## config.mk

```make
export PLATFORM = sky130hd
export DESIGN_NAME = pss_sequencer
export DESIGN_NICKNAME = d
export VERILOG_FILES = /design/src/pkg/pss_pkg.sv /design/src/verilog/pss_sequencer.sv
export SDC_FILE = /design/constraint.sdc
export NUM_CORES = 1
export LEC_CHECK = 0
export ABC_AREA = 0
export ABC_CLOCK_PERIOD_IN_PS = 2350
export BUFFER_PORTS_ARGS = -buffer_cell sky130_fd_sc_hd__buf_4
export CAP_MARGIN = 5
export CORE_MARGIN = 10
export CORE_UTILIZATION = 30
export CTS_BUF_LIST = sky130_fd_sc_hd__clkbuf_8
export DETAILED_ROUTE_END_ITERATION = 10
export PLACE_DENSITY = 0.57
export SETUP_SLACK_MARGIN = 0.2
export SKIP_LAST_GASP = 1
export SYNTH_ARGS = -nofsm -noshare
export SYNTH_HDL_FRONTEND = slang
export SYNTH_SLANG_ARGS = --single-unit
```

## constraint.sdc

```tcl
create_clock -name mclk -period 2.35 [get_ports mclk]
set_input_delay 0.47 -clock mclk [delete_from_list [all_inputs] [get_ports mclk]]
set_output_delay 0.47 -clock mclk [all_outputs]
set_load 0.05 [all_outputs]
```

## src/pkg/pss_pkg.sv

```systemverilog
// Shared types and constants for the program sequencer and stack unit
package pss_pkg;
	localparam int PSS_PC_W = 14;
	localparam int PSS_PAGE_LSB = 8;
	localparam int PSS_HALF_BIT = 12;
	localparam logic [13:0] PSS_PC_RESET = 14'h0000;
	localparam logic [7:0] PSS_SP_RESET = 8'h00;
	localparam logic [7:0] PSS_BYTE_ONE = 8'h01;
	localparam logic [5:0] PSS_PAGE_ONE = 6'h01;
	localparam logic [7:0] PSS_SP_STEP = 8'h01;
	localparam logic [7:0] PSS_LINE_IDLE = 8'h00;

	typedef enum logic [3:0] {
		PSS_OP_NEXT = 4'h0,
		PSS_OP_PAGE = 4'h1,
		PSS_OP_JUMP = 4'h2,
		PSS_OP_CALL = 4'h3,
		PSS_OP_RET = 4'h4,
		PSS_OP_INTERRUPT_RETURN_OP = 4'h5,
		PSS_OP_SP_LOAD = 4'h6,
		PSS_OP_ACC_LOAD = 4'h7,
		PSS_OP_IDX_LOAD = 4'h8,
		PSS_OP_INDEXED = 4'h9,
		PSS_OP_DI = 4'hA,
		PSS_OP_EI = 4'hB
	} pss_op_t;

	typedef enum logic [5:0] {
		PSS_IDLE = 6'b00_0001,
		PSS_PUSH2 = 6'b00_0010,
		PSS_POP_LO = 6'b00_0100,
		PSS_POP_HI = 6'b00_1000,
		PSS_POP_END = 6'b01_0000,
		PSS_SPARE = 6'b10_0000
	} pss_fsm_t;

	typedef struct packed {
		logic valid;
		pss_op_t op;
		logic two_byte;
		logic [13:0] target;
		logic [7:0] imm;
	} pss_cmd_t;

	typedef struct packed {
		logic [7:0] addr;
		logic [7:0] wdata;
		logic we;
		logic re;
	} pss_ram_t;

	typedef struct packed {
		logic ps2_clock_line;
		logic ps2_data_line;
		logic [1:0] usb_lines;
		logic capture_a;
		logic capture_b;
		logic port2_bit0;
	} pss_pins_t;

	typedef struct packed {
		pss_fsm_t fsm;
		logic [13:0] instr_pointer;
		logic [7:0] call_stack_pointer;
		logic [7:0] acc;
		logic [7:0] index_reg;
		logic [7:0] operand_addr;
		logic carry;
		logic zero;
		logic int_enable;
		logic interrupt_return_op_pending;
		logic [13:0] branch_pc;
		logic [7:0] low_byte;
		logic int_ack;
		logic cross_fault;
		logic busy;
		pss_ram_t ram;
		pss_pins_t pins;
	} pss_state_t;
endpackage

`default_nettype wire

```

## src/verilog/pss_sequencer.sv

```systemverilog
// Program counter, call stack, accumulator and index register sequencer
`timescale 1ns/10ps
`default_nettype none

module pss_sequencer import pss_pkg::*; (
	input wire logic mclk,
	input wire logic reset,
	input wire logic clk_en,
	input wire pss_cmd_t cmd,
	input wire logic carry_in,
	input wire logic zero_in,
	input wire logic irq,
	input wire logic [13:0] irq_vector,
	input wire logic [7:0] ram_rdata,
	input wire logic ps2_mode,
	input wire logic usb_dp_in,
	input wire logic usb_dm_in,
	input wire logic [1:0] port0_low_in,
	input wire logic pullup_supply_pin,
	output logic [13:0] instr_pointer,
	output logic [7:0] call_stack_pointer,
	output logic [7:0] acc,
	output logic [7:0] index_reg,
	output logic [7:0] operand_addr,
	output logic carry,
	output logic zero,
	output logic int_enable,
	output logic int_ack,
	output logic cross_fault,
	output logic busy,
	output pss_ram_t ram,
	output pss_pins_t pins
);
	pss_state_t st_q;
	pss_state_t st_d;
	logic idle;
	logic take_int;
	logic take_cmd;
	logic [13:0] next_pc;

	assign idle = (st_q.fsm == PSS_IDLE);
	assign take_int = idle && irq && st_q.int_enable;
	assign take_cmd = idle && cmd.valid && !take_int;

	// Low byte wraps inside the page; page bits are never carried into
	always_comb begin
		next_pc = st_q.instr_pointer;
		next_pc[PSS_PAGE_LSB-1:0] = st_q.instr_pointer[PSS_PAGE_LSB-1:0] + (cmd.two_byte ? 8'h02 : PSS_BYTE_ONE);
	end

	always_comb begin
		st_d = st_q;
		st_d.int_ack = 1'b0;
		st_d.cross_fault = 1'b0;
		st_d.ram.we = 1'b0;
		st_d.ram.re = 1'b0;
		case (st_q.fsm)
			PSS_IDLE: begin
				if (take_int) begin
					// Interrupted instruction is not consumed, so the current counter is saved
					st_d.int_enable = 1'b0;
					st_d.int_ack = 1'b1;
					st_d.ram.addr = st_q.call_stack_pointer;
					st_d.ram.wdata = {carry_in, zero_in, st_q.instr_pointer[13:8]};
					st_d.ram.we = 1'b1;
					st_d.low_byte = st_q.instr_pointer[7:0];
					st_d.call_stack_pointer = st_q.call_stack_pointer + PSS_SP_STEP;
					st_d.branch_pc = irq_vector;
					st_d.fsm = PSS_PUSH2;
				end else if (take_cmd) begin
					st_d.instr_pointer = next_pc;
					case (cmd.op)
						PSS_OP_PAGE: begin
							st_d.instr_pointer[13:8] = st_q.instr_pointer[13:8] + PSS_PAGE_ONE;
						end
						PSS_OP_JUMP: begin
							st_d.instr_pointer = {st_q.instr_pointer[PSS_HALF_BIT+1:PSS_HALF_BIT],
								cmd.target[PSS_HALF_BIT-1:0]};
							st_d.cross_fault = cmd.target[PSS_HALF_BIT] != st_q.instr_pointer[PSS_HALF_BIT];
						end
						PSS_OP_CALL: begin
							st_d.ram.addr = st_q.call_stack_pointer;
							st_d.ram.wdata = {carry_in, zero_in, next_pc[13:8]};
							st_d.ram.we = 1'b1;
							st_d.low_byte = next_pc[7:0];
							st_d.call_stack_pointer = st_q.call_stack_pointer + PSS_SP_STEP;
							st_d.branch_pc = {st_q.instr_pointer[PSS_HALF_BIT+1:PSS_HALF_BIT],
								cmd.target[PSS_HALF_BIT-1:0]};
							st_d.cross_fault = cmd.target[PSS_HALF_BIT] != st_q.instr_pointer[PSS_HALF_BIT];
							st_d.fsm = PSS_PUSH2;
						end
						PSS_OP_RET, PSS_OP_INTERRUPT_RETURN_OP: begin
							st_d.interrupt_return_op_pending = (cmd.op == PSS_OP_INTERRUPT_RETURN_OP);
							st_d.call_stack_pointer = st_q.call_stack_pointer - PSS_SP_STEP;
							st_d.ram.addr = st_q.call_stack_pointer - PSS_SP_STEP;
							st_d.ram.re = 1'b1;
							st_d.fsm = PSS_POP_LO;
						end
						PSS_OP_SP_LOAD: begin
							st_d.call_stack_pointer = st_q.acc;
						end
						PSS_OP_ACC_LOAD: begin
							st_d.acc = cmd.imm;
						end
						PSS_OP_IDX_LOAD: begin
							st_d.index_reg = cmd.imm;
						end
						PSS_OP_INDEXED: begin
							st_d.operand_addr = cmd.imm + st_q.index_reg;
						end
						PSS_OP_DI: begin
							st_d.int_enable = 1'b0;
						end
						PSS_OP_EI: begin
							st_d.int_enable = 1'b1;
						end
						default: begin
						end
					endcase
				end
			end
			PSS_PUSH2: begin
				st_d.ram.addr = st_q.call_stack_pointer;
				st_d.ram.wdata = st_q.low_byte;
				st_d.ram.we = 1'b1;
				st_d.call_stack_pointer = st_q.call_stack_pointer + PSS_SP_STEP;
				st_d.instr_pointer = st_q.branch_pc;
				st_d.fsm = PSS_IDLE;
			end
			PSS_POP_LO: begin
				st_d.call_stack_pointer = st_q.call_stack_pointer - PSS_SP_STEP;
				st_d.ram.addr = st_q.call_stack_pointer - PSS_SP_STEP;
				st_d.ram.re = 1'b1;
				st_d.fsm = PSS_POP_HI;
			end
			PSS_POP_HI: begin
				st_d.low_byte = ram_rdata;
				st_d.fsm = PSS_POP_END;
			end
			PSS_POP_END: begin
				st_d.instr_pointer = {ram_rdata[5:0], st_q.low_byte};
				if (st_q.interrupt_return_op_pending) begin
					st_d.carry = ram_rdata[7];
					st_d.zero = ram_rdata[6];
					st_d.int_enable = 1'b1;
				end
				st_d.interrupt_return_op_pending = 1'b0;
				st_d.fsm = PSS_IDLE;
			end
			default: begin
				st_d.fsm = PSS_IDLE;
			end
		endcase
		st_d.busy = (st_d.fsm != PSS_IDLE);
		// Shared pads: PS/2 sees the USB pair only in PS/2 mode, USB sees it otherwise
		st_d.pins.ps2_clock_line = ps2_mode ? usb_dp_in : 1'b1;
		st_d.pins.ps2_data_line = ps2_mode ? usb_dm_in : 1'b1;
		st_d.pins.usb_lines = ps2_mode ? 2'b00 : {usb_dp_in, usb_dm_in};
		st_d.pins.capture_a = port0_low_in[0];
		st_d.pins.capture_b = port0_low_in[1];
		st_d.pins.port2_bit0 = pullup_supply_pin;
	end

	// Reset wins over the clock enable so the core always starts cleanly
	always_ff @(posedge mclk) begin
		if (reset) begin
			st_q <= '0;
			st_q.fsm <= PSS_IDLE;
			st_q.instr_pointer <= PSS_PC_RESET;
			st_q.call_stack_pointer <= PSS_SP_RESET;
			st_q.operand_addr <= PSS_LINE_IDLE;
			st_q.pins.ps2_clock_line <= 1'b1;
			st_q.pins.ps2_data_line <= 1'b1;
		end else if (clk_en) begin
			st_q <= st_d;
		end
	end

	// Counter has no write path except through sequencing; stack is read as plain RAM
	assign instr_pointer = st_q.instr_pointer;
	assign call_stack_pointer = st_q.call_stack_pointer;
	assign acc = st_q.acc;
	assign index_reg = st_q.index_reg;
	assign operand_addr = st_q.operand_addr;
	assign carry = st_q.carry;
	assign zero = st_q.zero;
	assign int_enable = st_q.int_enable;
	assign int_ack = st_q.int_ack;
	assign cross_fault = st_q.cross_fault;
	assign busy = st_q.busy;
	assign ram = st_q.ram;
	assign pins = st_q.pins;

	logic take_call;
	logic take_ret;
	logic take_interrupt_return_op;
	logic take_page;
	logic take_next;
	assign take_call = take_cmd && cmd.op == PSS_OP_CALL;
	assign take_ret = take_cmd && cmd.op == PSS_OP_RET;
	assign take_interrupt_return_op = take_cmd && cmd.op == PSS_OP_INTERRUPT_RETURN_OP;
	assign take_page = take_cmd && cmd.op == PSS_OP_PAGE;
	assign take_next = take_cmd && cmd.op == PSS_OP_NEXT;

	// Single-cycle commands watched below
	logic take_jump;
	logic take_indexed;
	logic take_idx_load;
	logic take_di;
	logic take_ei;
	assign take_jump = take_cmd && cmd.op == PSS_OP_JUMP;
	assign take_indexed = take_cmd && cmd.op == PSS_OP_INDEXED;
	assign take_idx_load = take_cmd && cmd.op == PSS_OP_IDX_LOAD;
	assign take_di = take_cmd && cmd.op == PSS_OP_DI;
	assign take_ei = take_cmd && cmd.op == PSS_OP_EI;
endmodule // pss_sequencer

`default_nettype wire

```

==> reports/results.env, run 1 <==
SYNTH_FA_HA_AREA_SHARE_PCT=3.11
POST_ROUTE_CELLS_DRIVE_ABOVE_1_SHARE_PCT=25.6
FLOORPLAN.DIE_AREA_MM2=0.0280
DRV.MAX_CAP_VIOLATION_COUNT=0
POST-SYNTH-TOP-AREA-FRACTION_PCT=32.5
AREA.GROWTH.SYNTH_TO_FINAL_PCT=18.2
CTS.HOLD.BUFFERS_ADDED=0
DR.PASS1.ITERS=8
ANTENNA_FOUND_INITIAL=0
WORST_SETUP_PATH_END_KIND='flip-flop'
SLEW_HEADROOM_PCT=61.7
GPL.FINAL_WEIGHTED_CONGESTION=0.840
SEQ_POWER_SHARE_PCT=47.8
IO_BUFFERS=137
SWITCHING_SHARE_PCT=32.0
FINALPOWER_mW=3.99
LARGEST_REGISTER_FF_COUNT=29
GRT_START_MAX_NET_PINS=46
FP.COREAREA_MM2=0.0212
SYNTH_SEQ_CELLS=106
ANTENNA_VIOLATING_NETS_POST_ROUTE=0
FINALSETUPVIOLCOUNT=0
STATIC-LEAKAGE-POWER_nW=3.16
CRIT_PATH_MAX_FANOUT=7
POST_SYNTH_NUM_CELL_TYPES=68
CTSHTREEMAXLEVEL=3
FINAL_COMMON_CELL='buf_4'
LAYOUT_MIN_CYCLE_TIME_NS=2.02
TIMING.SETUP.TNS_NS=0
SYN_AREA_MM2=0.00652
SYNTHESIZED_AREA_DIVIDED_BY_SYNTHESIZED_CELL_COUNT_UM2=8.07
DETAIL_ROUTE.WL_PER_CELL_UM=17.8
MAX_FLOP_REGISTER='st_q'
NUM_VIAS=5918
TIMING.CLOCK.SKEW_NS=0.0172
VDD_IR_DROP_MAX_uV=243
SYNTHMUXAREASHARE_PCT=4.83
FIN_HOLD_WS_NS=0.314
WIDTH_OF_THE_DIE_UM=167
FINAL_HOLD_VIOL_COUNT=0
LARGEST_FAMILY_OF_LOGIC_CELLS_BY_SYNTHESIZED_AREA='compound AO/OA/AOI/OAI gates'
SYNTH_ENABLE_FLOP_CELLS=0
CLOCK_INSERTION_DELAY_WORST_SKEW_NS=0.40
VIAS_PER_INSTANCE=5.13
DRV_SLEW=0
DIE-HEIGHT_UM=167
CTS_ROOT_BUFFER='clkbuf_8'
NETS=950
POST_SYNTH_INST_COUNT=808
GRT_FIRST_PASS_WIRELENGTH_UM=32300
OUTCOME='finished clean'
FLOORPLAN.INITIALDENSITY_PCT=30.7
PWR_DENSITY_CELL_mW_PER_MM2=518
INTERNAL-POWER_mW=2.72
SYN-NUM-NETS=885
WIRELENGTH_UM=20500
YOSYS_MOST_USED_DFF='dfxtp_1'
YOSYSSEQAREASHARE_PCT=32.5
CORE.ROWCOUNT=53
TRITONCTS='yes'
GROUTE.USAGE.OVERALL_PCT=14.1
POST-DP-HPWL_UM=15600
SYNTH-COMPOUND-AREA-SHARE_PCT=21.7
OVERFLOW=0
CTS-BUFFERS-INSERTED=9
SYNTH_ASYNC_SR_FLOP_SHARE_PCT=0
IOS=139
INITIALDRTVIOLATIONCOUNT=489
YOSYS.AREA.TOP_TYPE='dfxtp_1'
NUM-FILL-CELLS=2250
PERIOD_SHARE_PCT=86.0
INSERTEDDIODECOUNT=0
FIRST_GLOBAL_VIAS=5764
REGISTER_AREA_MM2=0.00213
START_KIND='flip-flop'
WORST_EP_ARRIVAL_TIME_NS=2.33
NETSWITCHINGPOWER_mW=1.28
FINAL_CELL_MIX='buf_4, nor2_1, dfxtp_1, nand2_1, a21oi_1'
RSZ0062_AT_GRT='false'
POST_DETAILED_ROUTE_DRC_MARKER_COUNT=0
YS.WARNINGS.COUNT=0
DP.CELLS=1131
SYNTH-SIMPLE-AREA-SHARE_PCT=21.3
CLK_PIN_SLEW_WORST_PATHS_NS=0.11
MULTIINPUTGATEAREA_MM2=0.00358
FMAX_MHz=495
SHARE_OF_THE_SYNTHESIZED_NETLIST_AREA_TAKEN_BY_XOR_AND_XNOR_GATES_PCT=3.76
FINISH.CELL_COUNT_WITHOUT_FILLERS=1153
CRITPATHREQUIREDTIME_NS=2.66
CTS.PATH.MAX_BUFFERS=2
TIGHTESTPINTRANSITION_NS=0.574
POWER.CLOCK.FRACTION_PCT=31.6
HOLD_CLASS='in2reg'
CLOCK_SINK_COUNT=106
SYNTH_TOP_CELLS_BY_AREA='dfxtp_1, buf_4, nor2_1'
COMB_POWER_SHARE_PCT=20.6
CRIT_TYPE='reg2reg'
[cell usage after synthesis (6+ instances only)]
cell type	number
a211oi_1	16
a211oi_2	6
a21oi_1	50
a222oi_1	13
a22o_1	15
a22oi_1	13
a311oi_1	18
buf_2	16
buf_4	75
clkbuf_1	29
dfxtp_1	106
ha_1	13
inv_1	14
mux2i_1	27
nand2_1	71
nand2b_1	14
nand3_1	18
nor2_1	120
nor3_1	19
o211ai_1	8
o21ai_0	17
o21ai_1	6
o31ai_1	7
xnor2_1	17
xor2_1	11
[critical path: stages, from the launching register on]
cell	delay, ns
dfxtp_1	0.38
or4_4	0.60
or2_4	0.31
buf_4	0.16
a21oi_1	0.14
o31ai_1	0.10
a311oi_1	0.25
[power by group through the flow]
stage	Combinational (mW)	Clock, mW	Sequential, mW
final	0.824	1.26	1.91
after floorplan	0.598	0	1.92
after CTS	0.823	1.31	1.91
after detailed placement	0.820	0	1.95
after global placement	0.816	0	1.95
after global routing	0.901	1.36	1.92
[per-layer routing]
layer | global-route usage [%] | vias to the layer above | part of all wire [%]
met4 | 3.37 | 0 | 0.94
met1 | 18.3 | 2725 | 44
li1 | - | 2946 | -
met3 | 4.49 | 17 | 8.7
met5 | 0 | - | 0
met2 | 22.2 | 230 | 46
[cell type report]
type,count,area share [%]
tap,275,4.46
clock inverter,6,1.07
inverter,15,0.731
timing repair buffer,180,18.0
sequential,106,27.6
clock buffer,10,1.79
multi-input combinational,561,46.4
[metrics by stage]
| step | utilization [%] | area (µm²) | setup WS (ns) |
|---|---|---|---|
| finish | 36.3 | 7710 | 0.330 |
| global route | 36.3 | 7710 | 0.210 |
| CTS | 36.0 | 7640 | 0.268 |
| detailed placement | 35.0 | 7420 | 0.0505 |
| global placement | 35.0 | 7420 | 0.0510 |
| floorplan | - | 6520 | 0.229 |
[kinds of logic after synthesis]
kind of cell,after synthesis
flops,106
mux,31
xor+xnor,28
buf+inv,141
simple gates,292
compound gates,195
fa+ha+maj,15
[path summary, 6_finish.rpt]
kind                        start                    end  slack (ns)  cells after the start
hold / removal    port0_low_in[1]                pins[1]        0.31                      3
setup / recovery        st_q[105]  call_stack_pointer[6]        0.33                      6
setup reg to reg        st_q[105]  call_stack_pointer[6]        0.33                      6
hold reg to reg   operand_addr[0]        operand_addr[0]        0.46                      2
[what timing repair did]
item / in CTS / in global routing
setup buffers: 0 / 6
endpoints found under the setup margin: 0 / 47
resized for setup: 0 / 8
Note: power is estimated with default switching activity, not from simulation.
==> run 2, diff against run 1 <==
--- a/config.mk
+++ b/config.mk
@@ -14,6 +14,7 @@
 export CTS_BUF_LIST = sky130_fd_sc_hd__clkbuf_8
 export DETAILED_ROUTE_END_ITERATION = 10
 export PLACE_DENSITY = 0.57
+export REMOVE_ABC_BUFFERS = 1
 export SETUP_SLACK_MARGIN = 0.2
 export SKIP_LAST_GASP = 1
 export SYNTH_ARGS = -nofsm -noshare
==> run 2 against run 1 <==
  * Non-clock buffer count is 12 higher
  * Clock skew is 0.0026 ns higher
  * Setup slack worse by 0.041 ns
  * First-iteration DRC count is 2.2% lower
  * Sequential share of layout area is 0.26 points lower
  * Final cell count is 1.0% higher
==> reports/results.env, run 2 (synthesis gave the netlist of run 1 again) <==
FLOORPLAN.INITIALDENSITY_PCT=30.7
GROUTE.USAGE.OVERALL_PCT=14.2
POST-ROUTE-CELL-AREA_MM2=0.00777
LARGEST_REGISTER_FF_COUNT=29
INTERNAL-POWER_mW=2.63
FMAX_MHz=485
CORE.ROWCOUNT=53
IOS=139
USE_MET2_PCT=22.4
ANTENNA_FOUND_INITIAL=0
VIAS_PER_INSTANCE=5.09
PERIOD_SHARE_PCT=87.7
FINAL_CELL_MIX='buf_4, nor2_1, dfxtp_1, nand2_1, a21oi_1'
SLEW_HEADROOM_PCT=59.9
GLOBALROUTEMET1UTIL_PCT=18.8
UTILIZATION_AFTER_LAYOUT_PCT=36.6
NETS=962
COMB_POWER_SHARE_PCT=21.5
CRIT_PATH_MAX_FANOUT=6
CTS_ROOT_BUFFER='clkbuf_8'
DETAIL_ROUTE.WL_PER_CELL_UM=17.8
POST_ROUTE_CELLS_DRIVE_ABOVE_1_SHARE_PCT=26.7
CTS-BUFFERS-INSERTED=9
CTS.PATH.MAX_BUFFERS=2
FINALPOWER_mW=3.89
OVERFLOW=0
DP_SLACK_NS=-0.124
WORST_SLACK_NS=0.288
DP.CELLS=1142
WORST_EP_ARRIVAL_TIME_NS=2.36
FINAL_HOLD_VIOL_COUNT=0
ANTENNA_VIOLATING_NETS_POST_ROUTE=0
FINISH.CELL_COUNT_WITHOUT_FILLERS=1165
STATIC-LEAKAGE-POWER_nW=3.21
DR.PASS1.ITERS=6
SWITCHING_SHARE_PCT=32.4
CLOCK_SINK_COUNT=106
CRITPATHREQUIREDTIME_NS=2.65
HOLD_CLASS='in2reg'
NUM_VIAS=5931
WIRELENGTH_UM=20700
SEQ_POWER_SHARE_PCT=49.1
FLOORPLAN.DIE_AREA_MM2=0.0280
GPL.FINAL_WEIGHTED_CONGESTION=0.856
AREA_POST_PLACEMENT_MM2=0.00750
FIRST_GLOBAL_VIAS=5776
FINAL_COMMON_CELL='buf_4'
IO_BUFFERS=137
INSERTEDDIODECOUNT=0
TIMING.CLOCK.SKEW_NS=0.0198
PWR_DENSITY_CELL_mW_PER_MM2=500
AREA.GROWTH.SYNTH_TO_FINAL_PCT=19.2
LAYOUT_MIN_CYCLE_TIME_NS=2.06
GRT_UTIL_MET3_PCT=3.11
CLOCK_INSERTION_DELAY_WORST_SKEW_NS=0.40
START_KIND='flip-flop'
POWER.CLOCK.FRACTION_PCT=29.4
VDD_IR_DROP_MAX_uV=246
FINALSETUPVIOLCOUNT=0
DIE-HEIGHT_UM=167
DRV_SLEW=0
RSZ0062_AT_GRT='true'
TIGHTESTPINTRANSITION_NS=0.602
NUM-FILL-CELLS=2242
CRIT_TYPE='reg2reg'
TOP_USAGE_LAYER='met2'
GRT_START_MAX_NET_PINS=47
MAX_FLOP_REGISTER='st_q'
OUTCOME='finished clean'
WORST_SETUP_PATH_END_KIND='flip-flop'
GRT_FIRST_PASS_WIRELENGTH_UM=32600
CLK_PIN_SLEW_WORST_PATHS_NS=0.11
INITIALDRTVIOLATIONCOUNT=478
CTSHTREEMAXLEVEL=3
NETSWITCHINGPOWER_mW=1.26
FP.COREAREA_MM2=0.0212
TRITONCTS='yes'
WIDTH_OF_THE_DIE_UM=167
DRV.MAX_CAP_VIOLATION_COUNT=0
POST-DP-HPWL_UM=15700
POST_DETAILED_ROUTE_DRC_MARKER_COUNT=0
## run 2: cell count changes in the layout (fill, tap and decap cells not counted), sizes merged
cell	change
clkbuf	+1
buf	+12
inv	-1
clkinv	-1
clkinvlp	+2
bufinv	-1
## run 2: what timing repair did
item                       CTS  global route
buffers inserted             0             7
resized for setup            1             7
setup endpoints to repair    6            30
hold buffers                 0             0
pin swaps                    0             4
## run 2: path summary, 6_finish.rpt
kind,startpoint,endpoint,slack (ns),depth (start not counted)
worst min register to register,operand_addr[3],operand_addr[3],0.46,2
worst min-delay path,port0_low_in[0],pins[2],0.29,3
worst max-delay path,st_q[101],call_stack_pointer[1],0.29,7
worst max register to register,st_q[101],call_stack_pointer[1],0.29,7
## run 2: power by group through the flow
stage,Combinational (mW),Clock [mW],Sequential [mW]
floorplan,0.327,0,2.08
global placement,0.822,0,1.95
detailed placement,0.825,0,1.95
CTS,0.830,1.20,1.91
global route,0.914,1.26,1.92
finish,0.836,1.14,1.91
## run 2: worst max-delay path, cell delays in order (launching register included)
cell and delay (ns):
dfxtp_1 0.39, or3b_4 0.46, nor3_4 0.23, buf_4 0.15, nand3_1 0.12, nor2_1 0.20
nand2_1 0.12, a311oi_1 0.28
## run 2: metal layers
metal  up-vias  wire [µm]
met3        19       1200
li1       2953          -
met4         0        243
met5         -          0
met1      2785       9630
met2       174       9600
## run 2: metrics by stage
stage	setup TNS (ns)	hold WS, ns
after global routing	0	0.288
after global placement	-0.114	0.440
after floorplan	-1.15	0.448
after CTS	0	0.274
final	0	0.290
after detailed placement	-0.344	0.453
## run 2: final cells by class
| class | count | area [µm²] | share of cell area, % |
|---|---|---|---|
| inverters | 15 | 56.3 | 0.724 |
| well taps | 275 | 344 | 4.43 |
| repair buffers | 192 | 1470 | 18.9 |
| clock buffers | 11 | 151 | 1.95 |
| clock inverters | 5 | 38.8 | 0.499 |
| multi-input cells | 561 | 3590 | 46.2 |
| flip-flops and latches | 106 | 2120 | 27.3 |
==> run 3, diff against run 2 <==
--- a/config.mk
+++ b/config.mk
@@ -10,10 +10,10 @@
 export BUFFER_PORTS_ARGS = -buffer_cell sky130_fd_sc_hd__buf_4
 export CAP_MARGIN = 5
 export CORE_MARGIN = 10
-export CORE_UTILIZATION = 30
+export CORE_UTILIZATION = 42
 export CTS_BUF_LIST = sky130_fd_sc_hd__clkbuf_8
 export DETAILED_ROUTE_END_ITERATION = 10
-export PLACE_DENSITY = 0.57
+export PLACE_DENSITY = 0.72
 export REMOVE_ABC_BUFFERS = 1
 export SETUP_SLACK_MARGIN = 0.2
 export SKIP_LAST_GASP = 1
==> run 3 against run 2 <==
  * Non-clock buffer count down 8
  * Critical path depth unchanged
  * Combinational power fell by 2%
  * Clock-buffer cell count is 2 lower
  * Core utilization is 13 points higher
  * Setup slack improved by 0.059 ns
  * Critical path type unchanged
  * Critical endpoint is now call_stack_pointer[6]
  * Largest cell class unchanged
==> reports/results.env, run 3 (synthesis gave the netlist of run 1 again) <==
TIMING.CLOCK.SKEW_NS=0.0101
GPL.FINAL_WEIGHTED_CONGESTION=0.915
CLK_PIN_SLEW_WORST_PATHS_NS=0.10
CTS-BUFFERS-INSERTED=9
FINALSETUPVIOLCOUNT=0
OVERFLOW=0
CTSHTREEMAXLEVEL=3
FINAL_CELL_MIX='buf_4, nor2_1, dfxtp_1, nand2_1, a21oi_1'
GRT_UTIL_MET3_PCT=3.41
CLOCK_SINK_COUNT=106
FINALPOWER_mW=3.98
POST_ROUTE_CELLS_DRIVE_ABOVE_1_SHARE_PCT=25.5
NETS=954
DR.PASS1.ITERS=7
OUTCOME='finished clean'
ANTENNA_VIOLATING_NETS_POST_ROUTE=0
POST-ROUTE-CELL-AREA_MM2=0.00761
GLOBALROUTEMET1UTIL_PCT=24.0
STATIC-LEAKAGE-POWER_nW=3.19
MAX_FLOP_REGISTER='st_q'
DP.CELLS=1051
PERIOD_SHARE_PCT=85.2
WORST_SLACK_NS=0.347
GROUTE.USAGE.OVERALL_PCT=18.0
POST-DP-HPWL_UM=14200
VIAS_PER_INSTANCE=5.62
TIMING.SETUP.TNS_NS=0
CRIT_CHAIN='inv_1, ha_1, nand3_1, a22oi_1, o211ai_1, o31ai_1, a311oi_1'
WORST_SETUP_PATH_END_KIND='flip-flop'
CTS.PATH.MAX_BUFFERS=2
AREA_POST_PLACEMENT_MM2=0.00736
NUM_VIAS=6008
FLOORPLAN.INITIALDENSITY_PCT=42.9
WORST_EP_ARRIVAL_TIME_NS=2.30
CORE.ROWCOUNT=45
CRITPATHREQUIREDTIME_NS=2.65
TOP_USAGE_LAYER='met2'
PATH_BUF_INV=1
INSERTEDDIODECOUNT=0
LARGEST_REGISTER_FF_COUNT=29
NUM-FILL-CELLS=1502
MULTIINPUTGATEAREA_MM2=0.00359
CRIT_PATH_MAX_FANOUT=10
IOS=139
FLOORPLAN.DIE_AREA_MM2=0.0209
FINAL_HOLD_VIOL_COUNT=0
TIGHTESTPINTRANSITION_NS=0.632
FINISH.CELL_COUNT_WITHOUT_FILLERS=1069
LAYOUT_MIN_CYCLE_TIME_NS=2.00
TRITONCTS='yes'
START_KIND='flip-flop'
DIE-HEIGHT_UM=145
VDD_IR_DROP_MAX_uV=221
DRV.MAX_CAP_VIOLATION_COUNT=0
CRIT_TYPE='reg2reg'
FMAX_MHz=499
WIRELENGTH_UM=19000
GRT_FIRST_PASS_WIRELENGTH_UM=30300
FP.COREAREA_MM2=0.0152
HOLD_CLASS='in2reg'
INITIALDRTVIOLATIONCOUNT=556
UTILIZATION_AFTER_LAYOUT_PCT=50.1
CLOCK_INSERTION_DELAY_WORST_SKEW_NS=0.39
USE_MET2_PCT=27.9
FINAL_COMMON_CELL='buf_4'
DRV_SLEW=0
CP_TOP_FAMILY='compound AO/OA/AOI/OAI gates'
DETAIL_ROUTE.WL_PER_CELL_UM=17.7
RSZ0062_AT_GRT='false'
PWR_DENSITY_CELL_mW_PER_MM2=522
FIRST_GLOBAL_VIAS=5784
POST_DETAILED_ROUTE_DRC_MARKER_COUNT=0
SLEW_HEADROOM_PCT=57.7
CTS_ROOT_BUFFER='clkbuf_8'
REGISTER_AREA_MM2=0.00212
ANTENNA_FOUND_INITIAL=0
CRITPATHMAXSTAGEDELAY_NS=0.54
CRITICAL_PATH.SLOWEST_CELL='dfxtp_1'
AREA.GROWTH.SYNTH_TO_FINAL_PCT=16.7
DP_SLACK_NS=-0.0729
IO_BUFFERS=137
FIN_HOLD_WS_NS=0.320
GRT_START_MAX_NET_PINS=38
WIDTH_OF_THE_DIE_UM=145
==> run 3: final timing paths <==
kind	slack [ns]	to	startpoint	cells after the start
worst max-delay path	0.35	call_stack_pointer[6]	call_stack_pointer[0]	7
worst min register to register	0.46	busy	busy	1
worst max register to register	0.35	call_stack_pointer[6]	call_stack_pointer[0]	7
worst min-delay path	0.32	pins[2]	port0_low_in[0]	3
==> run 3: metal layers <==
layer | wire length (µm) | vias up
li1 | - | 2936
met1 | 8580 | 2842
met2 | 8860 | 211
met3 | 1200 | 19
met4 | 334 | 0
met5 | 0 | -
==> run 3: where the power goes <==
part	internal, mW	total, mW	switching, mW	leakage (nW)
Sequential	1.84	1.91	0.0623	0.859
Combinational	0.325	0.820	0.495	2.22
Clock	0.592	1.25	0.660	0.111
==> run 3: repair_timing <==
item / 4_1_cts / 5_1_grt
hold buffers: 0 / 0
setup buffers: 0 / 3
pin swaps: 0 / 2
gates resized for setup: 2 / 3
setup endpoints to repair: 3 / 13
==> run 3: tightest hold or removal path: stages <==
cell and delay, ns:
buf_4 0.07, mux2i_1 0.05, nor2_1 0.07
==> run 3: layout make-up <==
class | instances | area share, %
clock buffers | 9 | 1.63
multi-input cells | 561 | 47.1
flip-flops and latches | 106 | 27.9
well taps | 188 | 3.09
repair buffers | 184 | 18.5
inverters | 15 | 0.739
clock inverters | 6 | 1.08
